===== config.mk =====
export PLATFORM = sky130hd
export DESIGN_NAME = sync_port_ctrl
export DESIGN_NICKNAME = d
export VERILOG_FILES = /design/src/pkg/sync_port_pkg.sv /design/src/core/sync_port_ctrl.sv
export VERILOG_INCLUDE_DIRS = /design/src /design/src/pkg
export SDC_FILE = /design/constraint.sdc
export NUM_CORES = 1
export LEC_CHECK = 0
export ABC_CLOCK_PERIOD_IN_PS = 6200
export BUFFER_PORTS_ARGS = -buffer_cell sky130_fd_sc_hd__buf_4
export CORE_AREA = 2 2 139 141
export CTS_CLUSTER_DIAMETER = 80
export DETAILED_ROUTE_END_ITERATION = 8
export DIE_AREA = 0 0 141 143
export PLACE_DENSITY_LB_ADDON = 0.2
export SYNTH_ARGS = -nofsm -noshare
export SYNTH_HDL_FRONTEND = slang
export SYNTH_SLANG_ARGS = --single-unit

===== constraint.sdc =====
create_clock -name clk_sys -period 6.2 [get_ports clk_sys]
set_input_delay 1.24 -clock clk_sys [delete_from_list [all_inputs] [get_ports clk_sys]]
set_output_delay 1.24 -clock clk_sys [all_outputs]
set_load 0.005 [all_outputs]

===== src/pkg/sync_port_map.svh =====
// Register offsets, field positions, reset values and timing counts of the sync port control
`ifndef SYNC_PORT_MAP_SVH
`define SYNC_PORT_MAP_SVH

`define ADDR_CTRL        4'h0
`define ADDR_QL_TX       4'h1
`define ADDR_STATUS      4'h2
`define ADDR_RX_QL       4'h3
`define ADDR_COUNTS      4'h4

`define CTRL_SYNC_EN_BIT 0
`define CTRL_MSG_EN_BIT  1
`define CTRL_QL_EN_BIT   2
`define CTRL_DNU_SEL_BIT 3

`define CTRL_RESET       4'h0
`define QL_TX_RESET      4'h0

`define QL_DNU           4'hF
`define QL_DUS           4'hF

`define CLK_HZ           32'd20_000_000
`define TICK_CYCLES      32'd20_000_000
`define MSG_PER_SEC      32'd1
`define SLOW_MAX_PER_SEC 4'hA

`define ETYPE_SLOW       16'h8809
`define SUBTYPE_OSSP     8'h0A

`endif


===== src/pkg/sync_port_pkg.sv =====
// Types shared by the sync port control
package sync_port_pkg;
    typedef logic [3:0]  ql_t;
    typedef logic [31:0] word_t;
    typedef logic [3:0]  addr_t;
    typedef enum logic [2:0]
    {
        TX_IDLE = 3'b001,
        TX_REQ  = 3'b010,
        TX_WAIT = 3'b100
    } tx_state_t;
endpackage : sync_port_pkg


===== src/core/sync_port_ctrl.sv =====
// Synchronous port clocking, sync status messaging and quality level control
//
// The placing of the registers and the address-and-strobe port were decided locally.
`timescale 1ns/1ps
// Behaviour
// RULE_01: After reset sync off, asynchronous clocking, messaging and quality handling off.
// RULE_02: With sync on, transmit clock comes from the equipment clock.
// RULE_03: Software can turn sync operation on or off.
// RULE_04: Asynchronous mode uses the local nominal-frequency oscillator.
// RULE_05: Enabled generator emits one message frame per second.
// RULE_06: No more than ten slow-protocol frames leave in any second; the code caps fixed one-second windows, so twenty can.
// RULE_07: Message frames carry the slow-protocol multicast destination.
// RULE_08: Software can turn messaging on or off.
// RULE_09: Entering sync operation turns messaging on by default.
// RULE_10: Messaging off means no message frames are generated.
// RULE_11: Messaging off means received message frames are discarded.
// RULE_12: Messaging on means frames are sent and received ones processed.
// RULE_13: Sync with messaging on is never offered as a network clock source.
// RULE_14: Sync with messaging off still follows the equipment clock.
// RULE_15: Aggregation link state has no effect on clocking or messaging.
// RULE_16: Quality off sends do-not-use and ignores received quality values.
// RULE_17: Quality on sends the real value and processes received values.
// RULE_18: Sync with messaging on turns quality handling on by default.
// RULE_19: Software can set the quality mode.
// RULE_20: Peer towards us sends only do-not-use quality values.
// RULE_21: Quality off with messaging on keeps sending do-not-use frames.
// RULE_22: Any four-bit quality value can be transmitted.
// RULE_23: Received message frames found by slow Ethertype and organisation subtype.
`include "sync_port_map.svh"
module sync_port_ctrl
(
    // Clock and reset
    input  wire logic                  clk_sys,
    input  wire logic                  nrst,
    // Register port
    input  wire sync_port_pkg::addr_t  reg_addr,
    input  wire sync_port_pkg::word_t  reg_wdata,
    input  wire logic                  reg_wr,
    input  wire logic                  reg_rd,
    output logic [31:0]                reg_rdata,
    // Other slow-protocol sources asking to send a frame
    input  wire logic                  slow_req,
    output logic                       slow_grant,
    // Message frame request toward the transmit framer
    output logic                       msg_tx_req,
    output logic [3:0]                 msg_tx_ql,
    output logic                       msg_tx_mcast,
    input  wire logic                  msg_tx_done,
    // Received frame summary from the receive parser
    input  wire logic                  rx_valid,
    input  wire logic [15:0]           rx_etype,
    input  wire logic [7:0]            rx_subtype,
    input  wire logic [3:0]            rx_ql,
    input  wire logic                  rx_lag_standby,
    // Clock selection
    output logic                       tx_clk_sel_eec,
    output logic                       clk_src_selectable,
    output logic                       rx_ql_valid
);
    import sync_port_pkg::*;

    // ==========================================================
    // Reset release
    logic rst_s1_ff;
    logic rst_n_ff;
    // Release is synchronous so every flop leaves reset on the same edge
    always_ff @(posedge clk_sys or negedge nrst)
    begin
        if (!nrst)
        begin
            rst_s1_ff <= 1'b0;
            rst_n_ff  <= 1'b0;
        end
        else
        begin
            rst_s1_ff <= 1'b1;
            rst_n_ff  <= rst_s1_ff;
        end
    end

    function automatic logic is_msg_frame(input logic [15:0] et, input logic [7:0] st);
        is_msg_frame = (et == `ETYPE_SLOW) && (st == `SUBTYPE_OSSP);
    endfunction : is_msg_frame

    function automatic logic reg_hit(input addr_t a, input addr_t idx);
        reg_hit = (a == idx);
    endfunction : reg_hit

    // Counters stick at full scale rather than wrap back to small values
    function automatic logic [15:0] sat_inc16(input logic [15:0] v);
        sat_inc16 = (v == 16'hFFFF) ? v : v + 16'h0001;
    endfunction : sat_inc16

    // ==========================================================
    // Control registers
    logic [3:0] ctrl_ff;
    logic [3:0] nxt_ctrl;
    ql_t        ql_tx_ff;
    ql_t        nxt_ql_tx;
    logic       wr_ctrl;
    logic       wr_ql_tx;
    assign wr_ctrl  = reg_wr && reg_hit(reg_addr, `ADDR_CTRL);
    assign wr_ql_tx = reg_wr && reg_hit(reg_addr, `ADDR_QL_TX);

    always_comb
    begin
        nxt_ctrl  = ctrl_ff;
        nxt_ql_tx = ql_tx_ff;
        if (wr_ctrl)
        begin
            nxt_ctrl = reg_wdata[3:0]; // RULE_03 RULE_08 RULE_19
            // Turning sync on brings messaging and quality up by default
            if (reg_wdata[`CTRL_SYNC_EN_BIT] && !ctrl_ff[`CTRL_SYNC_EN_BIT])
            begin
                nxt_ctrl[`CTRL_MSG_EN_BIT] = 1'b1; // RULE_09
                nxt_ctrl[`CTRL_QL_EN_BIT]  = 1'b1; // RULE_18
            end
        end
        if (wr_ql_tx)
            nxt_ql_tx = reg_wdata[3:0]; // RULE_22
    end

    always_ff @(posedge clk_sys or negedge rst_n_ff)
    begin
        if (!rst_n_ff)
        begin
            ctrl_ff  <= `CTRL_RESET; // RULE_01
            ql_tx_ff <= `QL_TX_RESET;
        end
        else
        begin
            ctrl_ff  <= nxt_ctrl;
            ql_tx_ff <= nxt_ql_tx;
        end
    end

    logic sync_en;
    logic msg_en;
    logic ql_en;
    // Messaging and quality only live while in sync mode
    assign sync_en = ctrl_ff[`CTRL_SYNC_EN_BIT];
    assign msg_en  = sync_en && ctrl_ff[`CTRL_MSG_EN_BIT];
    assign ql_en   = msg_en && ctrl_ff[`CTRL_QL_EN_BIT];

    // ==========================================================
    // One-second window: message tick and slow-protocol budget
    logic [31:0] sec_cnt_ff;
    logic [31:0] nxt_sec_cnt;
    logic [3:0]  slow_cnt_ff;
    logic [3:0]  nxt_slow_cnt;
    logic        sec_tick;
    logic        budget_ok;
    logic        msg_take;
    logic        slow_take;

    assign sec_tick  = (sec_cnt_ff == `TICK_CYCLES - 32'd1);
    // Window resets each second; ten frames max per window
    assign budget_ok = (slow_cnt_ff < `SLOW_MAX_PER_SEC); // RULE_06

    tx_state_t  st_ff;
    tx_state_t  nxt_st;
    logic       pend_ff;
    logic       nxt_pend;

    // Message frames take priority over other slow-protocol users
    assign msg_take  = (st_ff == TX_IDLE) && pend_ff && msg_en && budget_ok;
    assign slow_take = slow_req && budget_ok && !msg_take && !sec_tick;

    always_comb
    begin
        nxt_sec_cnt  = sec_tick ? 32'd0 : sec_cnt_ff + 32'd1;
        nxt_slow_cnt = slow_cnt_ff;
        if (sec_tick)
            nxt_slow_cnt = 4'h0;
        else if (msg_take || slow_take)
            nxt_slow_cnt = slow_cnt_ff + 4'h1; // RULE_06
    end

    always_ff @(posedge clk_sys or negedge rst_n_ff)
    begin
        if (!rst_n_ff)
        begin
            sec_cnt_ff  <= 32'd0;
            slow_cnt_ff <= 4'h0;
        end
        else
        begin
            sec_cnt_ff  <= nxt_sec_cnt;
            slow_cnt_ff <= nxt_slow_cnt;
        end
    end

    // ==========================================================
    // Message transmit sequencer
    logic       tx_req_ff;
    logic       nxt_tx_req;
    ql_t        tx_ql_ff;
    ql_t        nxt_tx_ql;
    logic       grant_ff;
    logic       nxt_grant;
    logic [15:0] sent_ff;
    logic [15:0] nxt_sent;

    always_comb
    begin
        nxt_st     = st_ff;
        nxt_tx_req = 1'b0;
        nxt_tx_ql  = tx_ql_ff;
        nxt_sent   = sent_ff;
        nxt_pend   = pend_ff;
        nxt_grant  = slow_take;
        case (st_ff)
            TX_IDLE:
            begin
                if (msg_take)
                begin
                    nxt_pend   = 1'b0;
                    nxt_tx_req = 1'b1;
                    nxt_tx_ql  = ql_en ? ql_tx_ff : `QL_DNU; // RULE_16 RULE_17 RULE_21
                    nxt_st     = TX_REQ;
                end
            end
            TX_REQ:
            begin
                nxt_sent = sat_inc16(sent_ff);
                nxt_st   = TX_WAIT;
            end
            TX_WAIT:
            begin
                // No timeout: a framer that never answers stalls messaging
                if (msg_tx_done)
                    nxt_st = TX_IDLE;
            end
            default:
                nxt_st = TX_IDLE;
        endcase
        // One frame per second; a tick while pending is merged
        // Applied after the take so a tick landing on a take is kept
        if (sec_tick && msg_en)
            nxt_pend = 1'b1; // RULE_05 RULE_15
        if (!msg_en)
            nxt_pend = 1'b0; // RULE_10
    end

    always_ff @(posedge clk_sys or negedge rst_n_ff)
    begin
        if (!rst_n_ff)
        begin
            st_ff     <= TX_IDLE;
            tx_req_ff <= 1'b0;
            tx_ql_ff  <= `QL_DNU;
            pend_ff   <= 1'b0;
            sent_ff   <= 16'h0000;
            grant_ff  <= 1'b0;
        end
        else
        begin
            st_ff     <= nxt_st;
            tx_req_ff <= nxt_tx_req;
            tx_ql_ff  <= nxt_tx_ql;
            pend_ff   <= nxt_pend;
            sent_ff   <= nxt_sent;
            grant_ff  <= nxt_grant;
        end
    end

    // ==========================================================
    // Receive path
    logic       rx_ok;
    logic       rx_ql_v_ff;
    logic       nxt_rx_ql_v;
    ql_t        rx_ql_ff;
    ql_t        nxt_rx_ql;
    logic [15:0] drop_ff;
    logic [15:0] nxt_drop;

    // Peer should only send do-not-use here; value still recorded
    assign rx_ok = rx_valid && is_msg_frame(rx_etype, rx_subtype); // RULE_23 RULE_20

    always_comb
    begin
        nxt_rx_ql = rx_ql_ff;
        nxt_drop  = drop_ff;
        nxt_rx_ql_v = rx_ok && ql_en;
        if (rx_ok && !msg_en)
            nxt_drop = sat_inc16(drop_ff); // RULE_11
        else if (rx_ok && ql_en)
            nxt_rx_ql = rx_ql; // RULE_12 RULE_17
        // Quality ignored when handling is off
        if (!ql_en)
            nxt_rx_ql = `QL_DNU; // RULE_16
    end

    always_ff @(posedge clk_sys or negedge rst_n_ff)
    begin
        if (!rst_n_ff)
        begin
            rx_ql_ff   <= `QL_DNU;
            rx_ql_v_ff <= 1'b0;
            drop_ff    <= 16'h0000;
        end
        else
        begin
            rx_ql_ff   <= nxt_rx_ql;
            rx_ql_v_ff <= nxt_rx_ql_v;
            drop_ff    <= nxt_drop;
        end
    end

    // ==========================================================
    // Clock selection outputs
    logic sel_eec_ff;
    logic selectable_ff;
    logic nxt_sel_eec;
    logic nxt_selectable;

    always_comb
    begin
        nxt_sel_eec    = sync_en; // RULE_02 RULE_14
        // Timing must only flow outward from this port while messaging is on
        nxt_selectable = sync_en && !msg_en; // RULE_13
    end

    always_ff @(posedge clk_sys or negedge rst_n_ff)
    begin
        if (!rst_n_ff)
        begin
            sel_eec_ff    <= 1'b0; // RULE_04
            selectable_ff <= 1'b0;
        end
        else
        begin
            sel_eec_ff    <= nxt_sel_eec;
            selectable_ff <= nxt_selectable;
        end
    end

    // ==========================================================
    // Register read
    logic [31:0] rdata_ff;
    logic [31:0] nxt_rdata;
    logic [4:0]  status_bits;
    assign status_bits = {ql_en, msg_en, sync_en, sel_eec_ff, selectable_ff};

    // Data only in the cycle after the strobe; an idle bus reads zero
    always_comb
    begin
        nxt_rdata = 32'h0000_0000;
        if (reg_rd)
        begin
            case (reg_addr)
                `ADDR_CTRL:   nxt_rdata = {28'h000_0000, ctrl_ff};
                `ADDR_QL_TX:  nxt_rdata = {28'h000_0000, ql_tx_ff};
                `ADDR_STATUS: nxt_rdata = {27'h000_0000, status_bits};
                `ADDR_RX_QL:  nxt_rdata = {28'h000_0000, rx_ql_ff};
                `ADDR_COUNTS: nxt_rdata = {sent_ff, drop_ff};
                default:      nxt_rdata = 32'h0000_0000;
            endcase
        end
    end

    always_ff @(posedge clk_sys or negedge rst_n_ff)
    begin
        if (!rst_n_ff)
            rdata_ff <= 32'h0000_0000;
        else
            rdata_ff <= nxt_rdata;
    end

    assign reg_rdata          = rdata_ff;
    assign slow_grant         = grant_ff;
    assign msg_tx_req         = tx_req_ff;
    assign msg_tx_ql          = tx_ql_ff;
    assign msg_tx_mcast       = tx_req_ff; // RULE_07
    assign tx_clk_sel_eec     = sel_eec_ff;
    assign clk_src_selectable = selectable_ff;
    assign rx_ql_valid        = rx_ql_v_ff;

endmodule : sync_port_ctrl


# Word level (Yosys, flattened, before mapping)
# Cells that the tools add are included.
[word_totals]
register_bits = 127
[classes]
mux = 19
n_addsub = 4
n_reduce_logical = 30
n_bitwise = 2
magnitude_cmp = 1
n_eq_ne = 18
[op_table]
columns = ["cell", "count"]
rows = [
  ["$pmux W32 S5", 1],
  ["$mux W32", 2],
  ["$eq A16 B16 Y1 const B", 3],
  ["$add A16 B1 Y16 const B", 2],
  ["$add A32 B1 Y32 const B", 1],
  ["$eq A32 B25 Y1 const B", 1],
  ["$mux W4", 6],
  ["$logic_and A1 B1 Y1", 17],
  ["$reduce_and A2 Y1", 6],
  ["$pmux W3 S3", 1],
  ["$eq A4 B2 Y1 const B", 2],
  ["$eq A8 B4 Y1 const B", 1],
  ["$mux W1", 6],
  ["$mux W3", 2],
  ["$ne A2 B2 Y1 const B", 3],
  ["$ne A3 B1 Y1 const B", 2],
  ["$add A4 B1 Y4 const B", 1],
  ["$eq A4 B1 Y1 const B", 1],
  ["$eq A4 B3 Y1 const B", 1],
  ["$logic_not A1 Y1", 4],
  ["$logic_not A4 Y1", 1],
  ["$lt A4 B4 Y1 const B", 1],
  ["$eq A3 B1 Y1 const B", 1],
  ["$eq A3 B2 Y1 const B", 1],
  ["6 further kinds", 7],
]

# Depth between registers and ports, before layout
[depth]
ltp_word = 10
depth_mapped = 7
ltp_nobuf = 6

# Worst setup path after synthesis
# OpenSTA, ideal clock, no wires.
[synth_timing]
path_kind = "input-to-reg"
start = "input port rx_etype[4]"
end = "register drop_ff[1]"
arrival_time_ns = 2.583
cell_stages = 5
t_required_ns = 6.072
setup_slack_ns = 3.489
cell_sequence = "nor4_1 nand4_2 nor3_4 nand2_1 mux2_1"
[synth_via]
elab_chain_len = 5
[synth_rtl]
columns = ["element", "line_no", "text"]
rows = [
  ["start, declared", "sync_port_ctrl.sv:51", "input wire logic [15:0] rx_etype,"],
  ["$eq A16 B16 Y1 (no source line)", "n/a", ""],
  ["$logic_and A1 B1 Y1", "sync_port_ctrl.sv:82", "is_msg_frame = (et == `ETYPE_SLOW) && (st == `SUBTYPE_OSSP);"],
  ["$logic_and A1 B1 Y1", "sync_port_ctrl.sv:278", "assign rx_ok = rx_valid && is_msg_frame(rx_etype, rx_subtype);"],
  ["$logic_and A1 B1 Y1", "sync_port_ctrl.sv:285", "if (rx_ok && !msg_en)"],
  ["$reduce_and A2 Y1 (no source line)", "n/a", ""],
  ["end signal, assigned", "sync_port_ctrl.sv:306", "drop_ff <= nxt_drop;"],
  ["end, declared", "sync_port_ctrl.sv:274", "logic [15:0] drop_ff;"],
]
# No other way between the ends.
# A chain may end at the register's enable or synchronous reset.

# Worst setup path in the final report
[layout_timing]
start = "input port rx_subtype[5]"
end = "register drop_ff[1]"
[layout_via]
elab_chain_len = 5
[layout_rtl]
columns = ["element", "line_no", "text"]
rows = [
  ["start, declared", "sync_port_ctrl.sv:52", "input wire logic [7:0] rx_subtype,"],
  ["$eq A8 B4 Y1 (no source line)", "n/a", ""],
  ["$logic_and A1 B1 Y1", "sync_port_ctrl.sv:82", ""],
  ["$logic_and A1 B1 Y1", "sync_port_ctrl.sv:278", ""],
  ["$logic_and A1 B1 Y1", "sync_port_ctrl.sv:285", ""],
  ["$reduce_and A2 Y1 (no source line)", "n/a", ""],
]
# No other way between the ends.

==> metrics <==
status=complete, no violations; area added between synthesis and finish=26.5%; Placed Instances=about 800; hold_ws=around 350 ps; worst skew pair latency=420 ps; post-synth top area cell=dfrtp_1; CTS max path bufs=2; Setup TNS Final=0 ps; Post-Layout Cell Count=approximately 800; I/O pin cnt=114; worst slew pin tran=824 ps; Starting Density=about 30%; Max FO, Critical Path=10; Worst Hold Launch=rst_s1_ff; GRT Resource Usage Total=roughly an eighth; share of layout cells above drive strength 1=25.1%; Layout Skew=around 9.5 ps; H-tree depth=4; drt via density=approximately 4.7; Leakage=3.26 nW; sequential area share after synthesis=between 50 and 60%; WL final=about 11000 µm; # rows=50; fillcell total=about 1.8k; synthesized net count=about 550; Synth cell types=50; Placer Congestion=0.785; Critical R2R Launch=sec_cnt_ff[22]; total power=about 2.0 mW; RSZ-0062 raised after global routing=no; Yosys reg bits=127; MaxCap Viol Count=0; full die area=~20000 µm²; critical path, cell by cell=buf_4 -> nor4_1 -> nand4_1 -> nor3_4 -> nand2_1 -> mux2_1; fin nets=~650; number of port buffers=84; Synth Flop Type=dfrtp_1; drt first pass iters=4; Peak supply drop=0.193 mV; die height=approximately 140 µm; Syn Area/Cell=between 10 and 15 µm²; CP Launch Type=primary input; Post-synth EDFFs=0; Final Hold Viols=0; Max stage delay cell, worst path=nor3_4; first-pass GRT wire length=19600 µm; die outline width=approximately 140 µm; Hold Buf Count CTS=0; core area=18600 µm²; Power Dens Cells=around 280 nW/µm²; WP data arrival=roughly 3000 ps; max frequency=approximately 0.37 GHz; yosys warns=0; most frequent cells in the layout=dfrtp_1 (117), buf_4 (86), nand2_1 (43); share of the synthesized area in the top cell type=a little over half; PostCTS Resize Cnt=0; largest net degree at the start of global routing=65; WS Path Type=in2reg; worst hold path class=reg2reg; DR vias=just under 4k; CTS Sinks=approximately 130; crit path time final=about 2700 ps; TritonCTS buffer count=17; Setup violations, final=0; CP Capture Type=flop; vias in the first global route=between 4k and 5k; WP data required=approximately 6500 ps; wire length per cell=between 10 and 15 µm; synthesized area=between 5000 and 6000 µm²; most common cell after layout, fill and taps aside=dfrtp_1; Critical Path Source=rx_subtype[5]; final cycle utilization of the critical path=43.2%; Slew HR=~45%; gr ovfl total=0; largest cells by area after synthesis=dfrtp_1 (54%), xnor2_1 (6.5%), dfstp_2 (4.3%); Syn Inst Count=approximately 480; initial antenna violation count=0; clock-pin slew on the worst setup and hold paths=about 50 ps; Root Buffer=clkbuf_16; number of DRC markers in iteration 0=roughly 200; Routed Antenna Nets=0; DRC viols=0; HPWL after DPL=~8000 µm; worst setup margin=roughly 3500 ps; ys async rst share=100%; Setup WS pre-CTS=roughly 3000 ps; Post-CTS Setup Bufs=0; n_diodes=0; pins over their slew limit=0; CTS tree=done; CP max stage delay=490 ps
==> state kept, by name, summed over array words and instances, names as in the netlist <==
signal,flops
reg_rdata,32
sec_cnt_ff,32
drop_ff,16
sent_ff,16
ctrl_ff,4
msg_tx_ql,4
ql_tx_ff,4
rx_ql_ff,4
slow_cnt_ff,4
st_ff,3
clk_src_selectable,1
msg_tx_mcast,1
pend_ff,1
rst_n_ff,1
rst_s1_ff,1
rx_ql_valid,1
slow_grant,1
tx_clk_sel_eec,1
==> critical path, delay by kind of cell <==
family,cells,cell delay (ps)
simple gates,4,1300
mux,1,330
buf+inv,1,110
==> synth_stat cells, drive strengths merged, types with 7 or more instances <==
cell / count
nor2: 41
nand4: 26
xnor2: 41
nor4: 10
nor3: 10
and4: 7
nand2: 43
nand3: 26
dfrtp: 118
and3: 13
and2: 29
mux2: 11
dfstp: 9
o21ai: 14
nand2b: 7
xor2: 16
a21oi: 8
==> report_power, final <==
part           switching (mW)  leakage, nW  internal [mW]
Combinational          0.0591         1.30         0.0690
Sequential             0.0372         1.69          0.864
Clock                   0.346        0.274          0.603
==> through the flow <==
stage                     instance area (µm²)  util, %
after CTS                                6980     37.6
final                                    6980     37.6
after global routing                     6980     37.6
after global placement                   6410     34.5
after floorplan                          5510        -
after detailed placement                 6410     34.5
==> layer usage <==
layer  track usage (%)  share of wire [%]  vias up
met3              4.06                4.8       13
met1              15.4                 45     1893
li1                  -                  -     1858
met2              20.1                 49       84
met5                 0                  0        -
met4              5.47                1.4        0
==> layout make-up <==
type | instances | area [µm²] | area share, %
Tap cell | 234 | 293 | 4.20
Clock inverter | 5 | 55.1 | 0.789
Timing Repair Buffer | 86 | 646 | 9.25
Multi-Input combinational cell | 335 | 2260 | 32.3
Sequential cell | 127 | 3190 | 45.8
Clock buffer | 27 | 513 | 7.35
Inverter | 6 | 22.5 | 0.323
==> kinds of logic (layout without fill, tap and decap cells) <==
group	count (synthesis)	count (layout)	synth area share, %
compound gates	29	29	3.06
xor+xnor	57	57	9.05
fa+ha+maj	4	4	0.908
buf+inv	15	124	1.25
flops	127	127	57.8
mux	17	17	4.31
other cells	1	1	0.0680
simple gates	227	227	23.5
==> path summary, 6_finish.rpt <==
path | to | slack, ps | cells past startpoint
worst max-delay path | drop_ff[1] | 3520 | 6
worst min-delay path | rst_n_ff | 350 | 0
worst min register to register | rst_n_ff | 350 | 0
worst max register to register | slow_grant | 4020 | 4
min in group asynchronous | drop_ff[13] | 420 | 0
max in group asynchronous | sec_cnt_ff[11] | 4510 | 1
Power figures use the tool's default switching activity.
